### src/design/wfm_params.svh
`ifndef WFM_PARAMS_SVH
`define WFM_PARAMS_SVH
// register offsets (byte addresses)
`define WFM_OFF_CTRL       8'h00
`define WFM_OFF_FILTER     8'h04
`define WFM_OFF_STATUS     8'h08
`define WFM_OFF_IRQ_EN     8'h0C
`define WFM_OFF_IRQ_CLR    8'h10
`define WFM_OFF_MAC_LO     8'h14
`define WFM_OFF_MAC_HI     8'h18
// control register fields
`define WFM_CTL_ENABLE     0
`define WFM_CTL_MAGIC      1
`define WFM_CTL_USE_PME    2
`define WFM_CTL_BROADCAST_DISABLE_DIS  3
`define WFM_CTL_LOWPOWER   4
// status fields
`define WFM_ST_FRAME_RX    0
// command fields
`define WFM_CMD_ENABLE     0
`define WFM_CMD_MCAST      3
// filter table layout
`define WFM_TABLE_WORDS    8
`define WFM_WORD_CMD       4
`define WFM_WORD_OFFSET    5
`define WFM_WORD_CRC01     6
`define WFM_WORD_CRC23     7
`define WFM_MASK_BITS      31
`define WFM_CRC_INIT       16'hFFFF
`define WFM_CRC_POLY       16'h8005
`define WFM_CTRL_RESET     32'h00000000
`endif

### src/design/wfm_pkg.sv
`default_nettype none
package wfm_pkg;
    typedef enum logic [2:0] {
        WFM_IDLE = 3'b001,
        WFM_BODY = 3'b010,
        WFM_DONE = 3'b100
    } wfm_state_e;
endpackage
`default_nettype wire

### src/design/wfm_matcher.sv
`include "wfm_params.svh"
`default_nettype none
module wfm_matcher #(
    parameter int NUM_FILTERS = 4
) (
    input  wire logic        clk,
    input  wire logic        rst,
    input  wire logic        clk_en,
    input  wire logic [7:0]  reg_addr,
    input  wire logic [31:0] reg_wdata,
    input  wire logic        reg_wr,
    input  wire logic        reg_rd,
    output logic      [31:0] reg_rdata,
    input  wire logic        rx_valid,
    input  wire logic        rx_sof,
    input  wire logic        rx_eof,
    input  wire logic [7:0]  rx_data,
    output logic             rx_normal_enable,
    output logic             magic_detect_active,
    output logic             irq,
    output logic             power_event_output
);
    typedef struct packed {
        logic [31:0]                    ctrl;
        logic [NUM_FILTERS-1:0][30:0]   mask;
        logic [NUM_FILTERS-1:0][3:0]    cmd;
        logic [NUM_FILTERS-1:0][7:0]    offs;
        logic [NUM_FILTERS-1:0][15:0]   crc_exp;
        logic [2:0]                     load_idx;
        logic [31:0]                    mac_lo;
        logic [15:0]                    mac_hi;
        logic                           status;
        logic                           irq_en;
        logic [31:0]                    rdata;
        wfm_pkg::wfm_state_e            state;
        logic [7:0]                     pos;
        logic [47:0]                    dest;
        logic [NUM_FILTERS-1:0][15:0]   crc;
        logic                           power_event;
    } wfm_state_s;

    wfm_state_s cur;
    wfm_state_s next_cur;

    function automatic logic [15:0] crc16_byte(input logic [15:0] c, input logic [7:0] d);
        logic [15:0] r;
        r = c;
        for (int b = 0; b < 8; b++) begin
            if (r[15] ^ d[b]) begin
                r = {r[14:0], 1'b0} ^ `WFM_CRC_POLY;
            end else begin
                r = {r[14:0], 1'b0};
            end
        end
        return r;
    endfunction

    function automatic logic hit(input logic [7:0] a, input logic [7:0] off);
        return a == off;
    endfunction

    logic        detect_on;
    logic        station_hit;
    logic        broadcast_disable_hit;
    logic        mcast;
    logic [NUM_FILTERS-1:0] filt_match;
    logic [NUM_FILTERS-1:0][15:0] crc_step;

    // low-power state forces detection on
    assign detect_on = cur.ctrl[`WFM_CTL_ENABLE] | cur.ctrl[`WFM_CTL_LOWPOWER];
    assign rx_normal_enable = ~detect_on;
    assign magic_detect_active = cur.ctrl[`WFM_CTL_MAGIC] | cur.ctrl[`WFM_CTL_LOWPOWER];
    assign station_hit = cur.dest == {cur.mac_hi, cur.mac_lo};
    assign broadcast_disable_hit = &cur.dest;
    assign mcast = cur.dest[40];

    genvar g;
    generate
        for (g = 0; g < NUM_FILTERS; g++) begin : g_filt
            logic [8:0] rel;
            assign rel = {1'b0, cur.pos} - {1'b0, cur.offs[g]};
            // masked byte window feeds the crc in frame order
            assign crc_step[g] = (cur.pos >= cur.offs[g] && rel < 9'(`WFM_MASK_BITS)
                                  && cur.mask[g][rel[4:0]]) ? crc16_byte(cur.crc[g], rx_data)
                                                            : cur.crc[g];
            // broadcast passes as multicast, broadcast_disable not consulted
            assign filt_match[g] = cur.cmd[g][`WFM_CMD_ENABLE]
                && (cur.cmd[g][`WFM_CMD_MCAST] ? mcast : station_hit)
                && (cur.crc[g] == cur.crc_exp[g]);
        end
    endgenerate

    always_comb begin
        next_cur = cur;
        next_cur.rdata = 32'h00000000;
        if (reg_wr) begin
            case (reg_addr)
                `WFM_OFF_CTRL: next_cur.ctrl = reg_wdata;
                `WFM_OFF_FILTER: begin
                    // sequential table load
                    case (cur.load_idx)
                        3'h0, 3'h1, 3'h2, 3'h3: next_cur.mask[cur.load_idx[1:0]] = reg_wdata[30:0];
                        3'h4: begin
                            for (int i = 0; i < NUM_FILTERS; i++) begin
                                next_cur.cmd[i] = reg_wdata[8*i +: 4];
                            end
                        end
                        3'h5: begin
                            for (int i = 0; i < NUM_FILTERS; i++) begin
                                next_cur.offs[i] = reg_wdata[8*i +: 8];
                            end
                        end
                        3'h6: begin
                            next_cur.crc_exp[0] = reg_wdata[15:0];
                            next_cur.crc_exp[1] = reg_wdata[31:16];
                        end
                        default: begin
                            next_cur.crc_exp[2] = reg_wdata[15:0];
                            next_cur.crc_exp[3] = reg_wdata[31:16];
                        end
                    endcase
                    next_cur.load_idx = cur.load_idx + 3'h1;
                end
                `WFM_OFF_IRQ_EN: next_cur.irq_en = reg_wdata[0];
                `WFM_OFF_IRQ_CLR: if (reg_wdata[`WFM_ST_FRAME_RX]) next_cur.status = 1'b0;
                `WFM_OFF_MAC_LO: next_cur.mac_lo = reg_wdata;
                `WFM_OFF_MAC_HI: next_cur.mac_hi = reg_wdata[15:0];
                default: ;
            endcase
        end
        if (reg_rd) begin
            case (reg_addr)
                `WFM_OFF_CTRL: next_cur.rdata = cur.ctrl;
                `WFM_OFF_FILTER: next_cur.rdata = {29'h00000000, cur.load_idx};
                `WFM_OFF_STATUS: next_cur.rdata = {31'h00000000, cur.status};
                `WFM_OFF_IRQ_EN: next_cur.rdata = {31'h00000000, cur.irq_en};
                `WFM_OFF_MAC_LO: next_cur.rdata = cur.mac_lo;
                `WFM_OFF_MAC_HI: next_cur.rdata = {16'h0000, cur.mac_hi};
                default: next_cur.rdata = 32'h00000000;
            endcase
        end
        case (cur.state)
            wfm_pkg::WFM_IDLE: begin
                if (detect_on && rx_valid && rx_sof) begin
                    next_cur.state = wfm_pkg::WFM_BODY;
                    next_cur.pos = 8'h01;
                    next_cur.dest = {rx_data, 40'h0000000000};
                    for (int i = 0; i < NUM_FILTERS; i++) begin
                        next_cur.crc[i] = `WFM_CRC_INIT;
                    end
                end
            end
            wfm_pkg::WFM_BODY: begin
                if (!detect_on) begin
                    next_cur.state = wfm_pkg::WFM_IDLE;
                end else if (rx_valid) begin
                    if (cur.pos < 8'h06) begin
                        next_cur.dest[8*(5-cur.pos[2:0]) +: 8] = rx_data;
                    end
                    next_cur.crc = crc_step;
                    if (cur.pos != 8'hFF) begin
                        next_cur.pos = cur.pos + 8'h01;
                    end
                    if (rx_eof) begin
                        next_cur.state = wfm_pkg::WFM_DONE;
                    end
                end
            end
            wfm_pkg::WFM_DONE: begin
                next_cur.state = wfm_pkg::WFM_IDLE;
                if (|filt_match) begin
                    next_cur.status = 1'b1;
                    if (cur.ctrl[`WFM_CTL_USE_PME]) begin
                        next_cur.power_event = 1'b1;
                    end
                end
            end
            default: next_cur.state = wfm_pkg::WFM_IDLE;
        endcase
        if (!detect_on) begin
            next_cur.power_event = 1'b0;
        end
    end

    always_ff @(posedge clk) begin
        if (rst) begin
            cur <= '0;
            cur.ctrl <= `WFM_CTRL_RESET;
            cur.state <= wfm_pkg::WFM_IDLE;
        end else if (clk_en) begin
            cur <= next_cur;
        end
    end

    assign reg_rdata = cur.rdata;
    assign irq = cur.status & cur.irq_en & ~cur.ctrl[`WFM_CTL_USE_PME];
    assign power_event_output = cur.power_event;

    // per-filter checks
    generate
        for (g = 0; g < NUM_FILTERS; g++) begin : g_chk

        end
    endgenerate
endmodule // wfm_matcher
`default_nettype wire

### config.mk
export PLATFORM = sky130hd
export DESIGN_NAME = wfm_matcher
export DESIGN_NICKNAME = d
export VERILOG_FILES = /design/src/design/wfm_pkg.sv /design/src/design/wfm_matcher.sv
export VERILOG_INCLUDE_DIRS = /design/src /design/src/design
export SDC_FILE = /design/constraint.sdc
export NUM_CORES = 1
export LEC_CHECK = 0
export BUFFER_PORTS_ARGS = -buffer_cell sky130_fd_sc_hd__buf_2
export CORE_UTILIZATION = 30
export CTS_CLUSTER_SIZE = 20
export DETAILED_ROUTE_END_ITERATION = 10
export SLEW_MARGIN = 40
export SYNTH_ARGS = -nofsm -noshare
export SYNTH_HDL_FRONTEND = slang
export SYNTH_SLANG_ARGS = --single-unit
### constraint.sdc
create_clock -name clk -period 5 [get_ports clk]
set_input_delay 0.75 -clock clk [delete_from_list [all_inputs] [get_ports clk]]
set_output_delay 0.75 -clock clk [all_outputs]
set_load 0.01 [all_outputs]
# After elaboration in Yosys (flattened, before gate mapping)
# Cells that the tools add are included.
# word_totals
input_bits	56
mem_bits_ro	0
register_bits	477
ram_bits	0
n_memories	0
latchBits	0
# classes
addsub	8
n_shift	2
magnitude_cmp	15
n_reduce_logical	43
bitwise	71
mux	73
n_mul	0
div_mod_pow	0
n_eq_ne	35
# ops
op	count
$mux W16	36
$mux W123	2
$pmux W120 S2	1
$pmux W32 S6	1
$bwmux W124	1
$mux W120	1
$not A3 Y3	32
$eq A16 B16 Y1	4
$demux W31 S2	1
$bwmux W48	1
$eq A48 B48 Y1	1
$mux W48	1
$shift A8 B34 Y48 const A	1
$shiftx A8 B34 Y48	1
$lt A9 B5 Y1 const B	4
$reduce_and A6 Y1	6
$sub A8 B8 Y9	4
$neg A32 Y34	1
$ge A8 B8 Y1	4
$mux W32	1
$xor A1 B1 Y1	32
$mux W31	1
$reduce_and A4 Y1	7
$eq A8 B5 Y1 const B	3
32 further kinds	100

# Longest topological paths before layout
# Gate-level depths: netlist of the first run.
# logic_depth
depth_word	20
ltp_mapped	13
ltp_nobuf	12

# Worst setup path after synthesis of the first run
# No wires, ideal clock.
# synth_path
path_type	flip-flop to flip-flop
start	register cur[113] (netlist bit)
end	register cur[40] (netlist bit)
period_less_slack_ps	3417
slack_ps	1583
path_buffers	2
t_arrival_ps	3277
path_stages_with_launch	12
cell_sequence	dfxtp_1 -> inv_1 -> ha_1 -> inv_1 -> fa_1 -> buf_2 -> mux4_2 -> mux4_2 -> mux2_2 -> a31oi_2 -> buf_4 -> a221oi_1
# synth_via
elab_chain_cells	6
elab_cells_between_ends	9
# synth_rtl
item	line	source
start: declaration	wfm_matcher.sv:42	wfm_state_s cur;
start signal: assignment	wfm_matcher.sv:191	cur <= next_cur;
$sub A8 B8 Y9	wfm_matcher.sv:81	assign rel = {1'b0, cur.pos} - {1'b0, cur.offs[g]};
$lt A9 B5 Y1 or $bmux W1 S5 (tied branches)	wfm_matcher.sv:83, wfm_matcher.sv:84	
$logic_and A1 B1 Y1 or $mux W1 (tied branches)	wfm_matcher.sv:83, wfm_matcher.sv:84	
$logic_and A1 B1 Y1 *	wfm_matcher.sv:83	assign crc_step[g] = (cur.pos >= cur.offs[g] && rel < 9'(`WFM_MASK_BITS)
$ne A2 B2 Y1 (no line) *	n/a	
$reduce_and A6 Y1 (no line) *	n/a	
# Mark *: on every way between the ends. The rest lies on a longest branch, timed or not. The select of a mux whose other input is x is not followed.
# A chain may end at the register's enable or synchronous reset.

# Worst setup path in the final report of the first run
# layout_path
start	register cur[113] (netlist bit)
end	register cur[43] (netlist bit)
# The elaborated chain is that of the path after synthesis.

==> metrics.yaml, run 1 <==
hold_viol_final: 0
rrSetupSlack_ns: 0.89
clk_path_buf_depth: 3
slew_violations: 0
pre_cts_slack_ns: 0.912
p_per_area_nw_per_um2: 318
dr.first_iter.drc_count: 2033
synth.largest_area_cell: "dfxtp_1"
cts-root-buf: "clkbuf_16"
grt_antenna_before_repair: 5
setup.worst_path.end: "cur[43]"
post_cts_buffers: 0
drt-met1-wl_um: 33900
row_count: 100
cts_hold_buffers: 0
ir_worst_vdd_uv: 249
nets: 2804
setup_tns_ns: 0
worstPathArrival_ns: 4.59
ys_seq_elements: 469
ys.flop_type: "dfxtp_1"
ctsResizeCount: 0
grt_max_degree: 165
drive_above_1_share: 0.111
routed.top_layer: "met5"
viasPerCell: 5.16
grt_pass1_wl_um: 113000
crit_type: "flop to flop"
die_y_um: 277
period_share: 0.822
wl_met2_um: 33200
status: "completed"
slew_headroom: 0.411
clk_pin_slew_worst_paths_ns: 0.06
io_pins: 92
grt_pass1_vias: 17600
setup_ws_ns: 0.888
synth_top_cell_area_share: 0.413
setup_violations: 0
tritoncts: "done"
reg2reg_to: "cur[43]"
firstDrtPassIters: 7
synth.area.top_cells: "dfxtp_1 (41%), nand2_1 (11%), a21oi_1 (8.7%)"
cts_sinks: 469
antenna_left: 0
skew_ns: 0.0317
syn_nets: 2861
core_area_um2: 74700
die_width_um: 277
netlist_area_um2: 22800
cts_buffers: 51
yosysMostFrequentCell: "nand2_1"
r2r-start: "cur[113]"
end_kind: "flop"
hold_class: "primary input to flop"
maxCapViolCount: 0
synth_seq_area_share: 0.413
synth_edf_count: 0
required_ns: 5.48
num_vias: 19100
reg2reg_depth: 9
worst_pin_slew_ns: 0.880
yosysWarningCount: 0
area_delta_synth_final_pct: 11.8
fmax_mhz: 243
min_from: "reg_rd"
io_buffers: 91
dieArea_um2: 77000
p_leak_nw: 8.52
grt_remaining_overflow: 0
wirelength_um: 75700
min_period_ns: 4.11
grt_usage: 0.192
wl_met3_um: 5870
ys_types: 75
initial_core_util: 0.305
clock_latency_ns: 0.61
worstPathMaxFanout: 16
place_congestion: 0.861
rsz0062_at_grt: "no"
wl_per_cell_um: 20.4
async_flop_share: 0
startpoint: "cur[113]"
h-tree-depth: 2
dp_hpwl_um: 48600
synth.avg_cell_area_um2: 8.26
synth_common_cells: "nand2_1 (641), dfxtp_1 (469), a21oi_1 (395)"
syn_inst: 2754
startpoint_type: "flop"
drc: 0
power by group:
part / total, mW / leakage (nW) / internal [mW] / switching, mW
Sequential: 3.74 / 3.78 / 3.74 / 0.000801
Combinational: 0.397 / 3.89 / 0.0990 / 0.298
Clock: 3.97 / 0.855 / 2.33 / 1.64
Total: 8.11 / 8.52 / 6.17 / 1.94
worst max-delay path, cell delays in order, from the launching register on:
cell      delay [ns]
dfxtp_1         0.37
inv_1           0.33
ha_1            0.23
inv_1           0.05
fa_1            0.77
mux4_2          0.57
mux4_2          0.47
mux2_2          0.37
and4_1          0.46
a221oi_1        0.35
worst min path at each step:
stage | to | depth (start not counted)
floorplan | cur[334] | 2
global placement | cur[334] | 2
detailed placement | cur[438] | 2
CTS | reg_rdata[0] | 3
global route | reg_rdata[0] | 3
finish | reg_rdata[0] | 3
metrics by stage:
step / power, mW / instance area, µm² / std cells / utilization / hold slack (ns)
CTS: 8.17 / 25400 / 3704 / 0.341 / 0.388
floorplan: 4.04 / 22800 / 2754 / - / 0.432
global route: 8.31 / 25400 / 3704 / 0.341 / 0.434
global placement: 4.21 / 23700 / 3613 / 0.317 / 0.437
detailed placement: 4.21 / 23700 / 3613 / 0.317 / 0.443
finish: 8.11 / 25500 / 3705 / 0.341 / 0.421
area by class of cell:
cell class	count	area [µm²]
repair buffers	131	778
clock buffers	69	1480
diodes	1	2.50
flip-flops and latches	469	9390
well taps	969	1210
multi-input cells	1956	12000
fillers	7667	49200
clock inverters	22	272
inverters	88	330
placed cells by master, fill, tap and decap left out, drive strengths merged, types with 46 or more instances in the layout:
| master | netlist | layout |
|---|---|---|
| nand2 | 641 | 641 |
| a21oi | 395 | 395 |
| inv | 87 | 89 |
| xnor2 | 176 | 176 |
| clkbuf | 180 | 69 |
| dfxtp | 469 | 469 |
| xor2 | 50 | 50 |
| nand3 | 60 | 60 |
| nor2 | 155 | 155 |
| ha | 46 | 46 |
| buf | 61 | 131 |
sequential cells by signal (all words and copies together) (netlist names):
signal / cells
reg_rdata: 32
power_event_output: 1
cur: 436
cells by family (layout without fill, tap and decap cells):
| family | count (synthesis) | count (layout) | synth area share |
|---|---|---|---|
| AOI/OAI and AO/OA | 607 | 607 | 0.168 |
| xor gates and xnor gates | 232 | 232 | 0.0937 |
| adders and majority gates | 51 | 51 | 0.0297 |
| buffers and inverters | 329 | 310 | 0.0618 |
| DFF | 469 | 469 | 0.413 |
| muxes | 73 | 73 | 0.0499 |
| other | 0 | 1 | 0 |
| and+or+nand+nor | 993 | 993 | 0.184 |
layer usage:
metal	track usage	vias up
met4	0.0731	6
met1	0.260	9081
met5	0	-
met3	0.0414	150
met2	0.296	673
li1	-	9225
No activity file was read; power rests on OpenSTA's default activity.
==> run 2: changes to the inputs <==
==> constraint.sdc (replaced) <==
create_clock -name clk -period 3.8 [get_ports clk]
set_input_delay 0.57 -clock clk [delete_from_list [all_inputs] [get_ports clk]]
set_output_delay 0.57 -clock clk [all_outputs]
set_load 0.01 [all_outputs]
==> run 2 against run 1 <==
Against the previous run: via count up 0.55%; hold slack worse by 0.18 ns; die area unchanged; utilization up 0.28 points; clock skew down 0.0054 ns; largest cell class unchanged; largest power group unchanged.
==> metrics.yaml, run 2 (synthesized netlist as in run 1, its figures left out) <==
grt_remaining_overflow: 0  # unchanged
path_depth: 9  # unchanged
worst_pin_slew_ns: 0.789  # was 0.880 ns
p_per_area_nw_per_um2: 411  # was 318 nW/µm²
clk_pin_slew_worst_paths_ns: 0.06  # about the same
wirelength_um: 75600  # was 75700 µm
clock_latency_ns: 0.61  # about the same
wl_per_cell_um: 20.3  # was 20.4 µm
tritoncts: "done"  # unchanged
die_y_um: 277  # unchanged
crit_path_cell_trace: "inv_1 -> ha_1 -> inv_1 -> fa_2 -> mux4_2 -> mux4_2 -> mux2_2 -> and3_2 -> mux2_2"  # was inv_1 -> ha_1 -> inv_1 -> fa_1 -> mux4_2 -> mux4_2 -> mux2_2 -> and4_1 -> a221oi_1
crit_slowest_cell: "fa_2"  # was fa_1
slew_violations: 0  # unchanged
hold_viol_final: 0  # unchanged
final_cell_mix: "nand2_1 (641), dfxtp_1 (469), a21oi_1 (395), xnor2_1 (174), nor2_1 (152)"  # was nand2_1 (639), dfxtp_1 (468), a21oi_1 (395), xnor2_1 (175), nor2_1 (152)
design_area_um2: 25700  # was 25500 µm²
cts_sinks: 469  # unchanged
slew_headroom: 0.471  # was 0.411
grt_antenna_before_repair: 1  # was 5
startpoint_type: "flop"  # unchanged
finalNonFillerCells: 3730  # was 3705
cts_buffers: 51  # unchanged
maxCapViolCount: 0  # unchanged
layout_commonest_cell: "nand2_1"  # unchanged
min_from: "reg_rd"  # unchanged
grt_usage: 0.192  # about the same
period_share: 0.949  # was 0.822
startpoint: "cur[113]"  # unchanged
power_mw: 10.6  # was 8.11 mW
end_kind: "flop"  # unchanged
cts-root-buf: "clkbuf_16"  # unchanged
worstPathMaxFanout: 13  # was 16
place_inst: 3636  # was 3613
dp_hpwl_um: 49500  # was 48600 µm
worst_path_largest_cell_delay_ns: 0.62  # was 0.77 ns
io_pins: 92  # unchanged
min_period_ns: 3.61  # was 4.11 ns
io_buffers: 91  # unchanged
skew_ns: 0.0263  # was 0.0317 ns
crit_type: "flop to flop"  # unchanged
r2r-start: "cur[113]"  # unchanged
drive_above_1_share: 0.119  # was 0.111
place_congestion: 0.860  # was 0.861
core_area_um2: 74700  # unchanged
cpLargestDelayFamily: "multiplexers"  # unchanged
setup_tns_ns: 0  # unchanged
rsz0062_at_grt: "no"  # unchanged
area_delta_synth_final_pct: 12.7  # was 11.8%
diodes: 0  # was 1
ir_worst_vdd_uv: 290  # was 249 µV
grt_max_degree: 144  # was 165
row_count: 100  # unchanged
status: "completed"  # unchanged
pre_cts_slack_ns: 0.105  # was 0.912 ns
nets: 2828  # was 2804
hold_class: "primary input to flop"  # unchanged
dieArea_um2: 77000  # unchanged
drc: 0  # unchanged
fmax_mhz: 277  # was 243 MHz
initial_core_util: 0.305  # unchanged
cts_hold_buffers: 0  # unchanged
dpl_cell_area_um2: 23900  # was 23700 µm²
viasPerCell: 5.16  # about the same
dr.first_iter.drc_count: 1990  # was 2033
largest-register: "cur"  # unchanged
hold_path_depth: 3  # unchanged
grt_pass1_wl_um: 113000  # about the same
firstDrtPassIters: 7  # unchanged
clk_path_buf_depth: 3  # unchanged
cp_num_buf_inv: 2  # unchanged
setup_ws_ns: 0.194  # was 0.888 ns
num_vias: 19200  # was 19100
setup_violations: 0  # unchanged
h-tree-depth: 2  # unchanged
largest_reg_flops: 436  # unchanged
die_width_um: 277  # unchanged
required_ns: 4.28  # was 5.48 ns
grt_pass1_vias: 17900  # was 17600
antenna_left: 0  # unchanged
final_core_util: 0.344  # was 0.341
reg2reg_depth: 9  # unchanged
p_leak_nw: 8.65  # was 8.52 nW
worstPathArrival_ns: 4.09  # was 4.59 ns
holdWs_ns: 0.240  # was 0.421 ns
[run 2: changes by cell type in the layout (fill, tap and decap cells not counted), moves of 2 or more]
cell / delta
buf_4: +19
buf_12: +4
clkbuf_1: +4
fa_1: -3
fa_2: +3
clkbuf_8: +2
clkinvlp_4: -2
nand2_1: +2
nand2_2: -2
[run 2: worst paths after layout]
check / slack (ns) / end
worst max register to register: 0.19 / cur[22]
worst min-delay path: 0.24 / reg_rdata[0]
worst max-delay path: 0.19 / cur[22]
worst min register to register: 0.45 / cur[422]
[run 2: report_power, final]
part	internal [mW]	switching (mW)	leakage (nW)
Combinational	0.136	0.396	4.03
Sequential	4.92	0.00105	3.78
Clock	3.00	2.11	0.844
Total	8.05	2.51	8.65
[run 2: metal layers]
layer	vias to the layer above	track usage	wire length, µm
met2	670	0.292	33000
met5	-	0	11
met1	9159	0.270	34200
li1	9280	-	-
met4	2	0.0745	2710
met3	129	0.0333	5710
[run 2: layout make-up]
class | count | area (µm²)
clock inverter | 19 | 219
tap | 969 | 1210
clock buffer | 74 | 1490
inverter | 88 | 330
multi-input combinational | 1956 | 12000
timing repair buffer | 155 | 1010
sequential | 469 | 9390
fill | 7697 | 49000
[run 2: repair_timing]
item                                    CTS  global route
endpoints found under the setup margin    0            38
resized for setup                         0             5
buffers inserted                          0             1
hold endpoints to repair                  0             0
[run 2: worst min-delay path: cells and delay by family]
| kind | cells | cell delay [ns] |
|---|---|---|
| simple gates | 1 | 0.07 |
| buf+inv | 1 | 0.11 |
| compound gates | 1 | 0.05 |
